==> src/hdl/motor_drive_pkg.sv <==
// Constants for the per-axis motor drive output stage.
// Assumes a 100 MHz controller clock and a 32-bit AXI4-Lite register bus.
package motor_drive_pkg;
   localparam int unsigned CLOCK_FREQ_HZ   = 100_000_000;
   localparam int unsigned PWM_INV_FREQ_HZ = 25_000;
   localparam int unsigned PWM_MAG_FREQ_HZ = 50_000;
   localparam int unsigned INV_MIN_PERMILLE = 2;
   localparam int unsigned MAG_MAX_PERMILLE = 996;
   localparam int unsigned INV_PERIOD_INT   = CLOCK_FREQ_HZ / PWM_INV_FREQ_HZ;
   localparam int unsigned MAG_PERIOD_INT   = CLOCK_FREQ_HZ / PWM_MAG_FREQ_HZ;
   localparam logic [11:0] INV_PERIOD   = 12'(INV_PERIOD_INT);
   localparam logic [11:0] MAG_PERIOD   = 12'(MAG_PERIOD_INT);
   localparam logic [11:0] INV_MIN_HIGH = 12'(INV_PERIOD_INT * INV_MIN_PERMILLE / 1000);
   localparam logic [11:0] INV_MID_HIGH = 12'(INV_PERIOD_INT / 2);
   localparam logic [11:0] INV_SPAN     = 12'(INV_PERIOD_INT / 2 - INV_PERIOD_INT
                                          * INV_MIN_PERMILLE / 1000);
   localparam logic [11:0] MAG_SPAN     = 12'(MAG_PERIOD_INT * MAG_MAX_PERMILLE / 1000);
   localparam int          SCALE_SHIFT  = 15;
   localparam logic signed [31:0] SCALE_ROUND = 32'sh0000_4000;

   localparam logic [7:0] ADDR_CTRL      = 8'h00;
   localparam logic [7:0] ADDR_SERVO_CMD = 8'h04;
   localparam logic [7:0] ADDR_IDLE      = 8'h08;
   localparam logic [7:0] ADDR_STEP_HALF = 8'h0c;
   localparam logic [7:0] ADDR_FAULT_THR = 8'h10;
   localparam logic [7:0] ADDR_SET_BIT   = 8'h14;
   localparam logic [7:0] ADDR_CLR_BIT   = 8'h18;
   localparam logic [7:0] ADDR_PORT      = 8'h1c;
   localparam logic [7:0] ADDR_IRQ_STAT  = 8'h20;
   localparam logic [7:0] ADDR_IRQ_MASK  = 8'h24;
   localparam logic [7:0] ADDR_STATE     = 8'h28;

   localparam int CTRL_AMP_ON     = 0;
   localparam int CTRL_MOTOR_OFF  = 1;
   localparam int CTRL_STEPPER    = 2;
   localparam int CTRL_STEP_HIGH  = 3;
   localparam int CTRL_STEP_RUN   = 4;
   localparam int CTRL_DIRECTION  = 5;
   localparam int CTRL_DRIVE      = 6;
   localparam int CTRL_WIDTH      = 7;

   localparam int IRQ_SAMPLE = 0;
   localparam int IRQ_FAULT  = 1;
   localparam int IRQ_STEP   = 2;
   localparam int IRQ_WIDTH  = 3;

   localparam logic [CTRL_WIDTH-1:0] CTRL_RESET = 7'h02;
   localparam logic [15:0] STEP_HALF_RESET = 16'h0064;
   localparam logic [15:0] FAULT_THR_RESET = 16'h7fff;
   localparam logic [1:0]  RESP_OKAY   = 2'h0;
   localparam logic [1:0]  RESP_SLVERR = 2'h2;
endpackage

==> src/hdl/motor_drive_output_stage.sv <==
// One axis of motor drive output: command level, amp enable, PWM or step, sign, error, GPIO.
// Assumes sampleTick and posError come from the servo loop on the same clock;
// the sign-magnitude jumper is an asynchronous pin.
`timescale 1ns/1ps
`default_nettype none

module motor_drive_output_stage
   import motor_drive_pkg::*;
(
   // Clock and reset
   input  wire logic               clock,
   input  wire logic               rst,
   // AXI4-Lite slave
   input  wire logic [7:0]         s_axi_awaddr,
   input  wire logic               s_axi_awvalid,
   output logic                    s_axi_awready,
   input  wire logic [31:0]        s_axi_wdata,
   input  wire logic [3:0]         s_axi_wstrb,
   input  wire logic               s_axi_wvalid,
   output logic                    s_axi_wready,
   output logic [1:0]              s_axi_bresp,
   output logic                    s_axi_bvalid,
   input  wire logic               s_axi_bready,
   input  wire logic [7:0]         s_axi_araddr,
   input  wire logic               s_axi_arvalid,
   output logic                    s_axi_arready,
   output logic [31:0]             s_axi_rdata,
   output logic [1:0]              s_axi_rresp,
   output logic                    s_axi_rvalid,
   input  wire logic               s_axi_rready,
   // Servo loop
   input  wire logic               sampleTick,
   input  wire logic signed [15:0] posError,
   // Amplifier side
   input  wire logic               signMagnitudeJumper,
   output logic [15:0]             motorCommand,
   output logic                    ampEnableN,
   output logic                    pwmStepOut,
   output logic                    pwmStepOe,
   output logic                    signOut,
   output logic                    errorOutN,
   output logic [7:0]              generalOut,
   output logic                    irq
);
   typedef struct packed {
      logic                  awHave;
      logic [7:0]            awAddr;
      logic                  wHave;
      logic [31:0]           wData;
      logic [3:0]            wStrb;
      logic                  bValid;
      logic [1:0]            bResp;
      logic                  rValid;
      logic [31:0]           rData;
      logic [1:0]            rResp;
      logic [CTRL_WIDTH-1:0] ctrl;
      logic [15:0]           servoCmd;
      logic [15:0]           idleLevel;
      logic [15:0]           stepHalf;
      logic [15:0]           faultThr;
      logic [7:0]            gpio;
      logic [IRQ_WIDTH-1:0]  irqStatus;
      logic [IRQ_WIDTH-1:0]  irqMask;
      logic [15:0]           motorCmd;
      logic [11:0]           pwmCnt;
      logic [15:0]           stepCnt;
      logic                  stepPhase;
      logic                  pwmStepOut;
      logic                  signOut;
      logic                  faultN;
      logic                  jumperMeta;
      logic                  jumper;
      logic                  jumperLast;
   } state_type;

   state_type state_q;
   state_type state_d;

   function automatic logic [31:0] mergeBytes(input logic [31:0] old,
                                              input logic [31:0] data,
                                              input logic [3:0]  strb);
      logic [31:0] r;
      r = old;
      for (int i = 0; i < 4; i++) begin
         if (strb[i]) begin
            r[i*8 +: 8] = data[i*8 +: 8];
         end
      end
      return r;
   endfunction

   function automatic logic [16:0] magnitude(input logic signed [15:0] v);
      logic signed [16:0] w;
      w = 17'(v);
      return (w < 0) ? 17'(-w) : 17'(w);
   endfunction

   // Rounded v * span / 32768, keeps the duty a straight line in the command
   function automatic logic signed [12:0] scale(input logic signed [17:0] v,
                                                input logic [11:0]        span);
      logic signed [31:0] p;
      p = 32'(v) * $signed({20'h0, span}) + SCALE_ROUND;
      return 13'(p >>> SCALE_SHIFT);
   endfunction

   logic        cmdNeg;
   logic [11:0] pwmPeriod;
   logic [11:0] highCnt;
   logic        faultNow;
   logic        doWrite;
   logic [31:0] wMerged;
   logic [IRQ_WIDTH-1:0] irqEvents;

   always_comb begin
      state_d = state_q;
      cmdNeg = state_q.motorCmd[15];
      wMerged = 32'h0;
      irqEvents = '0;

      state_d.jumperMeta = signMagnitudeJumper;
      state_d.jumper = state_q.jumperMeta;
      state_d.jumperLast = state_q.jumper;

      // Command refresh on the sample tick only
      if (sampleTick) begin
         state_d.motorCmd = state_q.ctrl[CTRL_MOTOR_OFF] ? state_q.idleLevel
                                                        : state_q.servoCmd;
         irqEvents[IRQ_SAMPLE] = 1'b1;
      end

      // PWM carrier
      pwmPeriod = state_q.jumper ? MAG_PERIOD : INV_PERIOD;
      if (state_q.jumper) begin
         highCnt = 12'(scale($signed({1'b0, magnitude(state_q.motorCmd)}), MAG_SPAN));
      end else begin
         highCnt = 12'(scale(18'(signed'(state_q.motorCmd)), INV_SPAN)) + INV_MID_HIGH;
      end
      state_d.pwmCnt = (state_q.pwmCnt >= pwmPeriod - 12'h001) ? 12'h000
                                                              : state_q.pwmCnt + 12'h001;

      // Step train, each half period stepHalf cycles
      if (state_q.ctrl[CTRL_STEPPER] && state_q.ctrl[CTRL_STEP_RUN]) begin
         if (state_q.stepCnt >= state_q.stepHalf - 16'h0001) begin
            state_d.stepCnt = 16'h0000;
            state_d.stepPhase = ~state_q.stepPhase;
            irqEvents[IRQ_STEP] = state_q.stepPhase;
         end else begin
            state_d.stepCnt = state_q.stepCnt + 16'h0001;
         end
      end else begin
         state_d.stepCnt = 16'h0000;
         state_d.stepPhase = 1'b0;
      end

      if (state_q.ctrl[CTRL_STEPPER]) begin
         state_d.pwmStepOut = state_q.ctrl[CTRL_STEP_HIGH] ? state_q.stepPhase
                                                          : ~state_q.stepPhase;
         state_d.signOut = state_q.ctrl[CTRL_DIRECTION];
      end else begin
         state_d.pwmStepOut = state_q.pwmCnt < highCnt;
         state_d.signOut = cmdNeg;
      end

      faultNow = magnitude(posError) > {1'b0, state_q.faultThr};
      state_d.faultN = ~faultNow;
      irqEvents[IRQ_FAULT] = faultNow && state_q.faultN;

      // Bus: address and data taken in either order
      if (s_axi_awvalid && !state_q.awHave) begin
         state_d.awHave = 1'b1;
         state_d.awAddr = s_axi_awaddr;
      end
      if (s_axi_wvalid && !state_q.wHave) begin
         state_d.wHave = 1'b1;
         state_d.wData = s_axi_wdata;
         state_d.wStrb = s_axi_wstrb;
      end
      if (state_q.bValid && s_axi_bready) begin
         state_d.bValid = 1'b0;
      end
      doWrite = state_q.awHave && state_q.wHave && !state_q.bValid;
      state_d.irqStatus = state_q.irqStatus;
      if (doWrite) begin
         state_d.awHave = 1'b0;
         state_d.wHave = 1'b0;
         state_d.bValid = 1'b1;
         state_d.bResp = RESP_OKAY;
         unique case (state_q.awAddr)
            ADDR_CTRL: begin
               wMerged = mergeBytes(32'(state_q.ctrl), state_q.wData, state_q.wStrb);
               state_d.ctrl = wMerged[CTRL_WIDTH-1:0];
            end
            ADDR_SERVO_CMD: begin
               wMerged = mergeBytes(32'(state_q.servoCmd), state_q.wData, state_q.wStrb);
               state_d.servoCmd = wMerged[15:0];
            end
            ADDR_IDLE: begin
               wMerged = mergeBytes(32'(state_q.idleLevel), state_q.wData, state_q.wStrb);
               state_d.idleLevel = wMerged[15:0];
            end
            ADDR_STEP_HALF: begin
               wMerged = mergeBytes(32'(state_q.stepHalf), state_q.wData, state_q.wStrb);
               state_d.stepHalf = wMerged[15:0];
            end
            ADDR_FAULT_THR: begin
               wMerged = mergeBytes(32'(state_q.faultThr), state_q.wData, state_q.wStrb);
               state_d.faultThr = wMerged[15:0];
            end
            ADDR_SET_BIT: begin
               if (state_q.wStrb[0]) begin
                  state_d.gpio[state_q.wData[2:0]] = 1'b1;
               end
            end
            ADDR_CLR_BIT: begin
               if (state_q.wStrb[0]) begin
                  state_d.gpio[state_q.wData[2:0]] = 1'b0;
               end
            end
            ADDR_PORT: begin
               if (state_q.wStrb[0]) begin
                  state_d.gpio = state_q.wData[7:0];
               end
            end
            ADDR_IRQ_STAT: begin
               if (state_q.wStrb[0]) begin
                  state_d.irqStatus = state_q.irqStatus & ~state_q.wData[IRQ_WIDTH-1:0];
               end
            end
            ADDR_IRQ_MASK: begin
               wMerged = mergeBytes(32'(state_q.irqMask), state_q.wData, state_q.wStrb);
               state_d.irqMask = wMerged[IRQ_WIDTH-1:0];
            end
            ADDR_STATE: begin
               state_d.bResp = RESP_OKAY;
            end
            default: begin
               state_d.bResp = RESP_SLVERR;
            end
         endcase
      end
      // A new event outweighs a clear in the same cycle
      state_d.irqStatus = state_d.irqStatus | irqEvents;

      if (state_q.rValid && s_axi_rready) begin
         state_d.rValid = 1'b0;
      end
      if (s_axi_arvalid && !state_q.rValid) begin
         state_d.rValid = 1'b1;
         state_d.rResp = RESP_OKAY;
         unique case (s_axi_araddr)
            ADDR_CTRL:      state_d.rData = 32'(state_q.ctrl);
            ADDR_SERVO_CMD: state_d.rData = 32'(state_q.servoCmd);
            ADDR_IDLE:      state_d.rData = 32'(state_q.idleLevel);
            ADDR_STEP_HALF: state_d.rData = 32'(state_q.stepHalf);
            ADDR_FAULT_THR: state_d.rData = 32'(state_q.faultThr);
            ADDR_SET_BIT:   state_d.rData = 32'h0;
            ADDR_CLR_BIT:   state_d.rData = 32'h0;
            ADDR_PORT:      state_d.rData = 32'(state_q.gpio);
            ADDR_IRQ_STAT:  state_d.rData = 32'(state_q.irqStatus);
            ADDR_IRQ_MASK:  state_d.rData = 32'(state_q.irqMask);
            ADDR_STATE:     state_d.rData = {13'h0, state_q.jumper, ~state_q.faultN,
                                             state_q.pwmStepOut, state_q.motorCmd};
            default: begin
               state_d.rData = 32'h0;
               state_d.rResp = RESP_SLVERR;
            end
         endcase
      end
   end

   always_ff @(posedge clock or posedge rst) begin
      if (rst) begin
         state_q <= '0;
         state_q.ctrl <= CTRL_RESET;
         state_q.stepHalf <= STEP_HALF_RESET;
         state_q.faultThr <= FAULT_THR_RESET;
         state_q.faultN <= 1'b1;
      end else begin
         state_q <= state_d;
      end
   end

   assign s_axi_awready = !state_q.awHave;
   assign s_axi_wready  = !state_q.wHave;
   assign s_axi_bvalid  = state_q.bValid;
   assign s_axi_bresp   = state_q.bResp;
   assign s_axi_arready = !state_q.rValid;
   assign s_axi_rvalid  = state_q.rValid;
   assign s_axi_rdata   = state_q.rData;
   assign s_axi_rresp   = state_q.rResp;
   assign motorCommand  = state_q.motorCmd;
   assign ampEnableN    = ~state_q.ctrl[CTRL_AMP_ON];
   assign pwmStepOut    = state_q.pwmStepOut;
   // Jumper or the CTRL_DRIVE bit decides drive or float; jumper a cycle late so no stale carrier level escapes
   assign pwmStepOe     = state_q.ctrl[CTRL_DRIVE] | state_q.jumperLast;
   assign signOut       = state_q.signOut;
   assign errorOutN     = state_q.faultN;
   assign generalOut    = state_q.gpio;
   assign irq           = |(state_q.irqStatus & state_q.irqMask);
endmodule

`default_nettype wire

==> config.mk <==
export PLATFORM = sky130hd
export DESIGN_NAME = motor_drive_output_stage
export DESIGN_NICKNAME = d
export VERILOG_FILES = /design/src/hdl/motor_drive_pkg.sv /design/src/hdl/motor_drive_output_stage.sv
export SDC_FILE = /design/constraint.sdc
export NUM_CORES = 1
export LEC_CHECK = 0
export BUFFER_PORTS_ARGS = -buffer_cell sky130_fd_sc_hd__buf_4
export CAP_MARGIN = 20
export CELL_PAD_IN_SITES_DETAIL_PLACEMENT = 0
export CELL_PAD_IN_SITES_GLOBAL_PLACEMENT = 1
export CORE_MARGIN = 2
export CORE_UTILIZATION = 48
export DETAILED_ROUTE_END_ITERATION = 12
export HOLD_SLACK_MARGIN = 0.08
export PLACE_DENSITY_LB_ADDON = 0.1
export SYNTH_ARGS = -nofsm -noshare
export SYNTH_HDL_FRONTEND = slang
export SYNTH_SLANG_ARGS = --single-unit
==> constraint.sdc <==
create_clock -name clock -period 10.2 [get_ports clock]
set_input_delay 1.02 -clock clock [delete_from_list [all_inputs] [get_ports clock]]
set_output_delay 1.02 -clock clock [all_outputs]
set_load 0.05 [all_outputs]
---- Yosys cells after proc, flatten, opt, wreduce, memory -nomap -nowiden ----
Cells that the tools add are included.
word-level totals
  bits in registers ....................... 220
  input bits .............................. 77
  output and inout port bits .............. 71
operators by class
  add/subtract/negate cells ............... 9
  multipliers ............................. 2
  $lt $le $gt $ge ......................... 8
  eq/ne operators ......................... 24
  mux-type cells .......................... 36
  bitwise logic cells ..................... 12
  reduce and logical (&&, ||, !) cells .... 35
operators with widths
  cell                      count
  $pmux W19 S9              1
  $eq A8 B5 Y1 const B      8
  $mux W17                  3
  $eq A8 B6 Y1 const B      6
  $mux W37                  1
  $mux W12                  3
  $mux W35                  1
  $neg A16 Y17              2
  $eq A8 B4 Y1 const B      4
  $lt A16 B1 Y1 const B     2
  $mux W16                  2
  $reduce_and A3 Y1         10
  $add A27 B15 Y27 const B  1
  $add A27 B16 Y27 const B  1
  $mul A16 B9 Y24 const B   1
  $mul A17 B8 Y24 const B   1
  $mux W8                   3
  $pmux W8 S3               1
  $reduce_or A11 Y1         2
  $gt A17 B16 Y1            1
  $add A16 B1 Y16 const B   1
  $eq A8 B3 Y1 const B      2
  $ge A16 B16 Y1            1
  $logic_not A8 Y1          2
  other kinds (30)          66

---- Depth between registers and ports, before layout ----
Gate-level depths: netlist of the first run.
  word-level depth ........................ 8
  gate-level depth with buffers ........... 35
  gate-level depth less buffers ........... 35

---- Worst setup path before layout of the first run ----
Ideal clock, no wire load.
  path kind ............................... flip-flop to flip-flop
  start point ............................. reg state_q (netlist bit motorCommand[0])
  end point ............................... reg state_q (netlist bit pwmStepOut)
  setup time .............................. 0.095 ns
  arrival time ............................ 7.133 ns
  required time ........................... 10.105 ns
  slack ................................... 2.972 ns
  stages on the path, launching flop included .. 33
  period minus slack after synthesis ...... 7.228 ns
  path through ............................ dfrtp_1 inv_1 ha_1 and3_1 and3_1 nand2b_1 xnor2_1 ha_1 inv_1 fa_1 inv_1 fa_1 inv_1 fa_1 inv_1 ha_1 and2_1 a2111o_1 a2111oi_2 nor3b_1 xnor2_1 nor3_1 nand2_1 o21ai_0 a21oi_1 xnor2_1 a21oi_1 ha_1 o21a_1 o21a_1 o2111ai_1 a21boi_0 o31ai_1
RTL lines
  item                    line                             text
  from (decl)             motor_drive_output_stage.sv:76   state_type state_q;
  from (signal assigned)  motor_drive_output_stage.sv:279  state_q <= state_d;

==> results of run 1 <==
==> flip-flops by register name, summed over array words and instances (netlist names) <==
register      count
pwmStepOut        1
signOut           1
generalOut        8
s_axi_rvalid      1
state_q         135
s_axi_rdata      19
s_axi_bvalid      1
motorCommand     16
s_axi_bresp       1
state_d           2
s_axi_rresp       1
errorOutN         1
==> cell usage in the layout, fill, tap and decap left out, types with 10 or more instances in the layout <==
cell type and instances:
o21a_1 19, dfstp_2 20, a222oi_1 15, nor2_1 141
o21ai_0 63, a21oi_1 59, a21o_1 21, ha_1 179
xnor2_1 91, dfrtp_1 167, a22oi_1 24, buf_4 129
nand2b_1 13, mux2_2 91, xor2_1 40, conb_1 15
mux2i_1 24, and3_1 23, inv_1 240, fa_1 107
nand4_1 16, nor3_1 20, nand2_1 96, nand3_1 46
nor4_1 10, a22o_1 19, clkbuf_16 17
==> per-stage QoR <==
| stage | cells | area, um2 | setup slack (ns) |
|---|---|---|---|
| final | 2319 | 18800 | 1.90 |
| after global routing | 2319 | 18800 | 1.25 |
| after CTS | 2319 | 18800 | 1.84 |
| after detailed placement | 2287 | 18200 | 1.86 |
| after global placement | 2286 | 18200 | 1.91 |
| after floorplan | 1797 | 17200 | 2.97 |
==> metal layers <==
metal | GRT usage (%) | up-vias
met5 | 0 | -
met4 | 6.85 | 0
met3 | 1.92 | 56
met2 | 42.9 | 247
met1 | 30.7 | 6230
li1 | - | 6140
==> cell type report <==
class	count	share of cell area [%]
Clock buffer	17	2.27
Clock inverter	15	0.866
Inverter	243	4.90
Multi-Input combinational cell	1266	58.6
Sequential cell	187	25.1
Tap cell	461	3.07
Timing Repair Buffer	130	5.22
==> logic make-up (layout without fill, tap and decap cells) <==
logic type                 count (synthesis)  after routing
and+or+nand+nor                          425            425
buffers and inverters                    344            405
other                                      1             15
xor gates and xnor gates                 133            133
DFF                                      187            187
adders and majority gates                287            287
AOI/OAI and AO/OA                        290            290
muxes                                    116            116
==> final timing paths <==
check | start | endpoint | slack (ns) | depth (start not counted)
setup / recovery | motorCommand[1] | pwmStepOut | 1.90 | 32
hold / removal | state_d[1] | state_d[0] | 0.35 | 0
setup reg to reg | motorCommand[1] | pwmStepOut | 1.90 | 32
hold reg to reg | state_d[1] | state_d[0] | 0.35 | 0
max in group asynchronous | rst | s_axi_rdata[7] | 7.98 | 3
min in group asynchronous | rst | state_d[1] | 0.70 | 2
==> impl_metrics.py, run 1 <==
metrics = {
    "drt": {
        "drc": 0,
        "post_drt_wl_per_cell_um": 18.6,
        "route.met3.wl_mm": 1.23,
        "dr.pass1.iters": 5,
        "wl_mm": 43.2,
        "viasPerCell": 5.46,
        "top_layer": "met4",
        "vias": 12700,
        "met1_length_mm": 18.7,
        "dr_wl_met2_mm": 22.4,
        "antenna_left": 0,
        "drt_iter0_markers": 607,
    },
    "cts": {
        "clk_path_buf_depth": 2,
        "cts_buffers": 17,
        "clock-sinks": 187,
        "insertion_delay_ns": 0.45,
        "cts_max_level": 4,
        "cts_resized": 0,
        "clk_pin_slew_worst_paths_ns": 0.08,
        "cts_tree": "done",
        "post_cts_buffers": 0,
        "cts-root-buf": "clkbuf_16",
        "cts_hold_buf": 0,
    },
    "setup_path": {
        "slowest_delay_ns": 0.69,
        "crit_buf_inv": 5,
        "cp_data_required_time_ns": 10.56,
        "cp_data_arrival_time_ns": 8.66,
        "crit_top_cell": "inv_1",
        "critPathLaunchType": "flip-flop",
        "slowest_stage": "dfrtp_1",
        "cp-end-kind": "flip-flop",
        "cpLargestDelayFamily": "adder cells",
        "critical_path_class": "reg2reg",
        "crit_fanout": 8,
    },
    "run_status": {
        "status": "finished clean",
    },
    "cells_and_area": {
        "diodes": 0,
        "multi_input_area_um2": 11000,
        "drive_above_1_share_pct": 16.5,
        "fin_util_pct": 53.0,
        "fill_cells": 3295,
        "synthToLayoutAreaGrowth_pct": 9.33,
        "nets": 2208,
        "regArea_um2": 4700,
    },
    "sta": {
        "period_share_pct": 81.4,
        "tightest_slew_ns": 0.921,
        "fin_crit_ns": 8.30,
        "rsz0062_at_grt": "false",
        "fin_skew_ns": 0.0131,
        "drv_slew": 0,
        "setup_viol": 0,
        "slew-limit-headroom_pct": 38.6,
        "finalSetupTns_ns": 0,
        "final_hold_viol_count": 0,
        "whs_ns": 0.350,
        "max_freq_ghz": 0.120,
    },
    "global_routing": {
        "overflow": 0,
        "grt_usage_pct": 23.9,
        "grt_pass1_wl_mm": 68.4,
        "antenna_found_initial": 0,
        "grt_pass1_vias": 12700,
        "grt_max_degree": 118,
    },
    "logic_synthesis": {
        "synth_edf_count": 0,
        "avgSynthCellArea_um2": 9.63,
        "synthFlopType": "dfrtp_1",
        "synthMuxAreaShare_pct": 7.45,
        "ys_warn_count": 0,
        "synth_xor_area_share_pct": 6.87,
        "synth.top_cell.area_share_pct": 24.3,
        "synth_fa_ha_area_share_pct": 25.6,
        "synth_cell_types": 89,
        "synth_common_cells": "inv_1 (241), ha_1 (179), dfrtp_1 (167), nor2_1 (142), fa_1 (107)",
        "synth_compound_area_share_pct": 11.9,
        "ys_top_cells_by_area": "dfrtp_1 (24%), ha_1 (13%), fa_1 (12%), mux2_2 (6.0%), inv_1 (5.3%)",
        "seq_area_frac_synth_pct": 27.4,
        "synth_area_um2": 17200,
        "ys_ff_latch": 187,
        "synth_top_area_cell": "dfrtp_1",
        "synthSimpleGateAreaFrac_pct": 12.0,
        "syn_inst": 1783,
        "yosysMostFrequentCell": "inv_1",
        "synth_top_family_by_area": "adder cells",
        "async_flop_share_pct": 100,
    },
    "run": {
        "drv_cap": 0,
    },
    "floorplanning": {
        "rows": 69,
        "core-area_um2": 35400,
        "die_w_um": 193,
        "dieArea_um2": 37300,
        "die_h_um": 193,
        "initial_core_util_pct": 48.5,
        "ios": 148,
    },
    "placed_design": {
        "hpwl_mm": 34.4,
        "placement.io_buffers": 114,
        "globalplace.congestion": 0.863,
    },
    "min_path": {
        "hp-class": "reg2reg",
    },
}
Power of run 1 is not shown: default switching activity piles up to over one toggle a cycle in this logic, so the estimate is an artifact.
==> run 2, diff against run 1 <==
==> constraint.sdc (replaced) <==
create_clock -name clock -period 8.7 [get_ports clock]
set_input_delay 0.87 -clock clock [delete_from_list [all_inputs] [get_ports clock]]
set_output_delay 0.87 -clock clock [all_outputs]
set_load 0.05 [all_outputs]
==> run 2 against run 1 <==
Net effect: final cell count grew 0.52%; highest routed layer unchanged; utilization up 0.32 points; maximum frequency is 5.4% higher.
==> impl_metrics.py, run 2 (synthesis gave the netlist of run 1 again) <==
metrics = {
    "global_routing": {
        "antenna_found_initial": 0,
        "overflow": 0,
        "grt_pass1_vias": 12800,
        "grt_max_degree": 107,
        "grt_pass1_wl_mm": 69.8,
        "grt_usage_pct": 24.5,
    },
    "cells_and_area": {
        "regArea_um2": 4700,
        "final_common_cell": "inv_1",
        "nets": 2220,
        "fill_cells": 3312,
        "largest_reg_flops": 135,
        "diodes": 0,
        "mostFrequentLayoutCells": "inv_1 (240), ha_1 (179), dfrtp_1 (167)",
        "largest_register": "state_q",
        "multi_input_area_um2": 11000,
        "drive_above_1_share_pct": 17.0,
        "synthToLayoutAreaGrowth_pct": 9.99,
    },
    "drt": {
        "drt_iter0_markers": 687,
        "drc": 0,
        "viasPerCell": 5.42,
        "wl_mm": 43.8,
        "dr.pass1.iters": 8,
        "antenna_left": 0,
        "vias": 12600,
        "post_drt_wl_per_cell_um": 18.8,
    },
    "setup_path": {
        "r2r-start": "motorCommand[5]",
        "critPathLaunchType": "flip-flop",
        "crit_top_cell": "inv_1",
        "rrSetupSlack_ns": 0.82,
        "slowest_stage": "fa_1",
        "cp_data_required_time_ns": 9.05,
        "r2r_cells": 33,
        "crit_fanout": 7,
        "slowest_delay_ns": 0.53,
        "critical_path_class": "reg2reg",
        "cp_data_arrival_time_ns": 8.23,
        "cp-end-kind": "flip-flop",
        "timing.rr.end": "pwmStepOut",
    },
    "min_path": {
        "hold_depth": 0,
        "min_to": "state_d[0]",
        "min_from": "state_d[1]",
        "hp-class": "reg2reg",
    },
    "sta": {
        "fin_crit_ns": 7.88,
        "finalSetupTns_ns": 0,
        "slew-limit-headroom_pct": 41.1,
        "setup_viol": 0,
        "drv_slew": 0,
        "rsz0062_at_grt": "false",
        "final_hold_viol_count": 0,
        "tightest_slew_ns": 0.882,
        "max_freq_ghz": 0.127,
        "period_share_pct": 90.5,
        "fin_skew_ns": 0.00971,
    },
    "placed_design": {
        "placement.io_buffers": 114,
        "globalplace.congestion": 0.844,
        "hpwl_mm": 35.2,
    },
    "cts": {
        "cts_resized": 0,
        "cts_hold_buf": 0,
        "cts_tree": "done",
        "cts-root-buf": "clkbuf_16",
        "cts_max_level": 4,
        "cts_buffers": 17,
        "clock-sinks": 187,
        "insertion_delay_ns": 0.44,
        "clk_path_buf_depth": 2,
        "post_cts_buffers": 0,
        "clk_pin_slew_worst_paths_ns": 0.08,
    },
    "floorplanning": {
        "initial_core_util_pct": 48.5,
        "die_w_um": 193,
        "ios": 148,
        "dieArea_um2": 37300,
        "die_h_um": 193,
        "core-area_um2": 35400,
        "rows": 69,
    },
    "run_status": {
        "status": "finished clean",
    },
    "run": {
        "drv_cap": 0,
    },
}
## run 2: cell types whose count changed in the layout (fill, tap and decap cells not counted), sizes merged
cell,before,now
buf,130,142
clkbuf,17,18
clkinv,10,6
clkinvlp,2,3
inv,245,247
## run 2: critical path: cells and delay by family, from the launching register on
family	cells	cell delay, ns
AO/OA/AOI/OAI	10	1.95
XOR/XNOR	3	0.46
adder cells (fa/ha/maj)	7	2.78
buffers and inverters	6	0.74
flip-flops	1	0.39
AND/OR/NAND/NOR	7	1.47
## run 2: through the flow
stage | cells | worst slack [ns] | area [um2] | hold slack (ns) | utilization [%]
4_1_cts | 2330 | 0.811 | 18900 | 0.354 | 53.3
2_1_floorplan | 1797 | 1.47 | 17200 | 0.331 | -
6_report | 2331 | 0.824 | 18900 | 0.355 | 53.4
5_1_grt | 2331 | 0.170 | 18900 | 0.382 | 53.4
3_3_place_gp | 2298 | 0.940 | 18300 | 0.336 | 51.6
3_5_place_dp | 2298 | 0.834 | 18300 | 0.338 | 51.6
## run 2: how the worst max path moves through the flow
stage / slack [ns] / from / endpoint
after global routing: 0.17 / motorCommand[4] / pwmStepOut
after CTS: 0.81 / motorCommand[5] / pwmStepOut
after detailed placement: 0.83 / motorCommand[5] / pwmStepOut
after floorplan: 1.47 / motorCommand[0] / pwmStepOut
after global placement: 0.94 / motorCommand[5] / pwmStepOut
final: 0.82 / motorCommand[5] / pwmStepOut
## run 2: metal layers
layer | global-route usage (%) | vias up | wire, um
li1 | - | 6169 | -
met1 | 31.1 | 6199 | 18800
met2 | 43.6 | 221 | 22600
met3 | 2.24 | 53 | 1140
met4 | 8.60 | 0 | 1190
met5 | 0 | - | 0
## run 2: layout make-up
| cell class | count | area share (%) |
|---|---|---|
| tap | 461 | 3.05 |
| inverter | 243 | 4.87 |
| sequential | 187 | 24.9 |
| timing repair buffer | 142 | 5.75 |
| multi-input combinational | 1266 | 58.3 |
| clock inverter | 14 | 0.835 |
| clock buffer | 18 | 2.32 |
Power of run 2 is left out for the same reason.
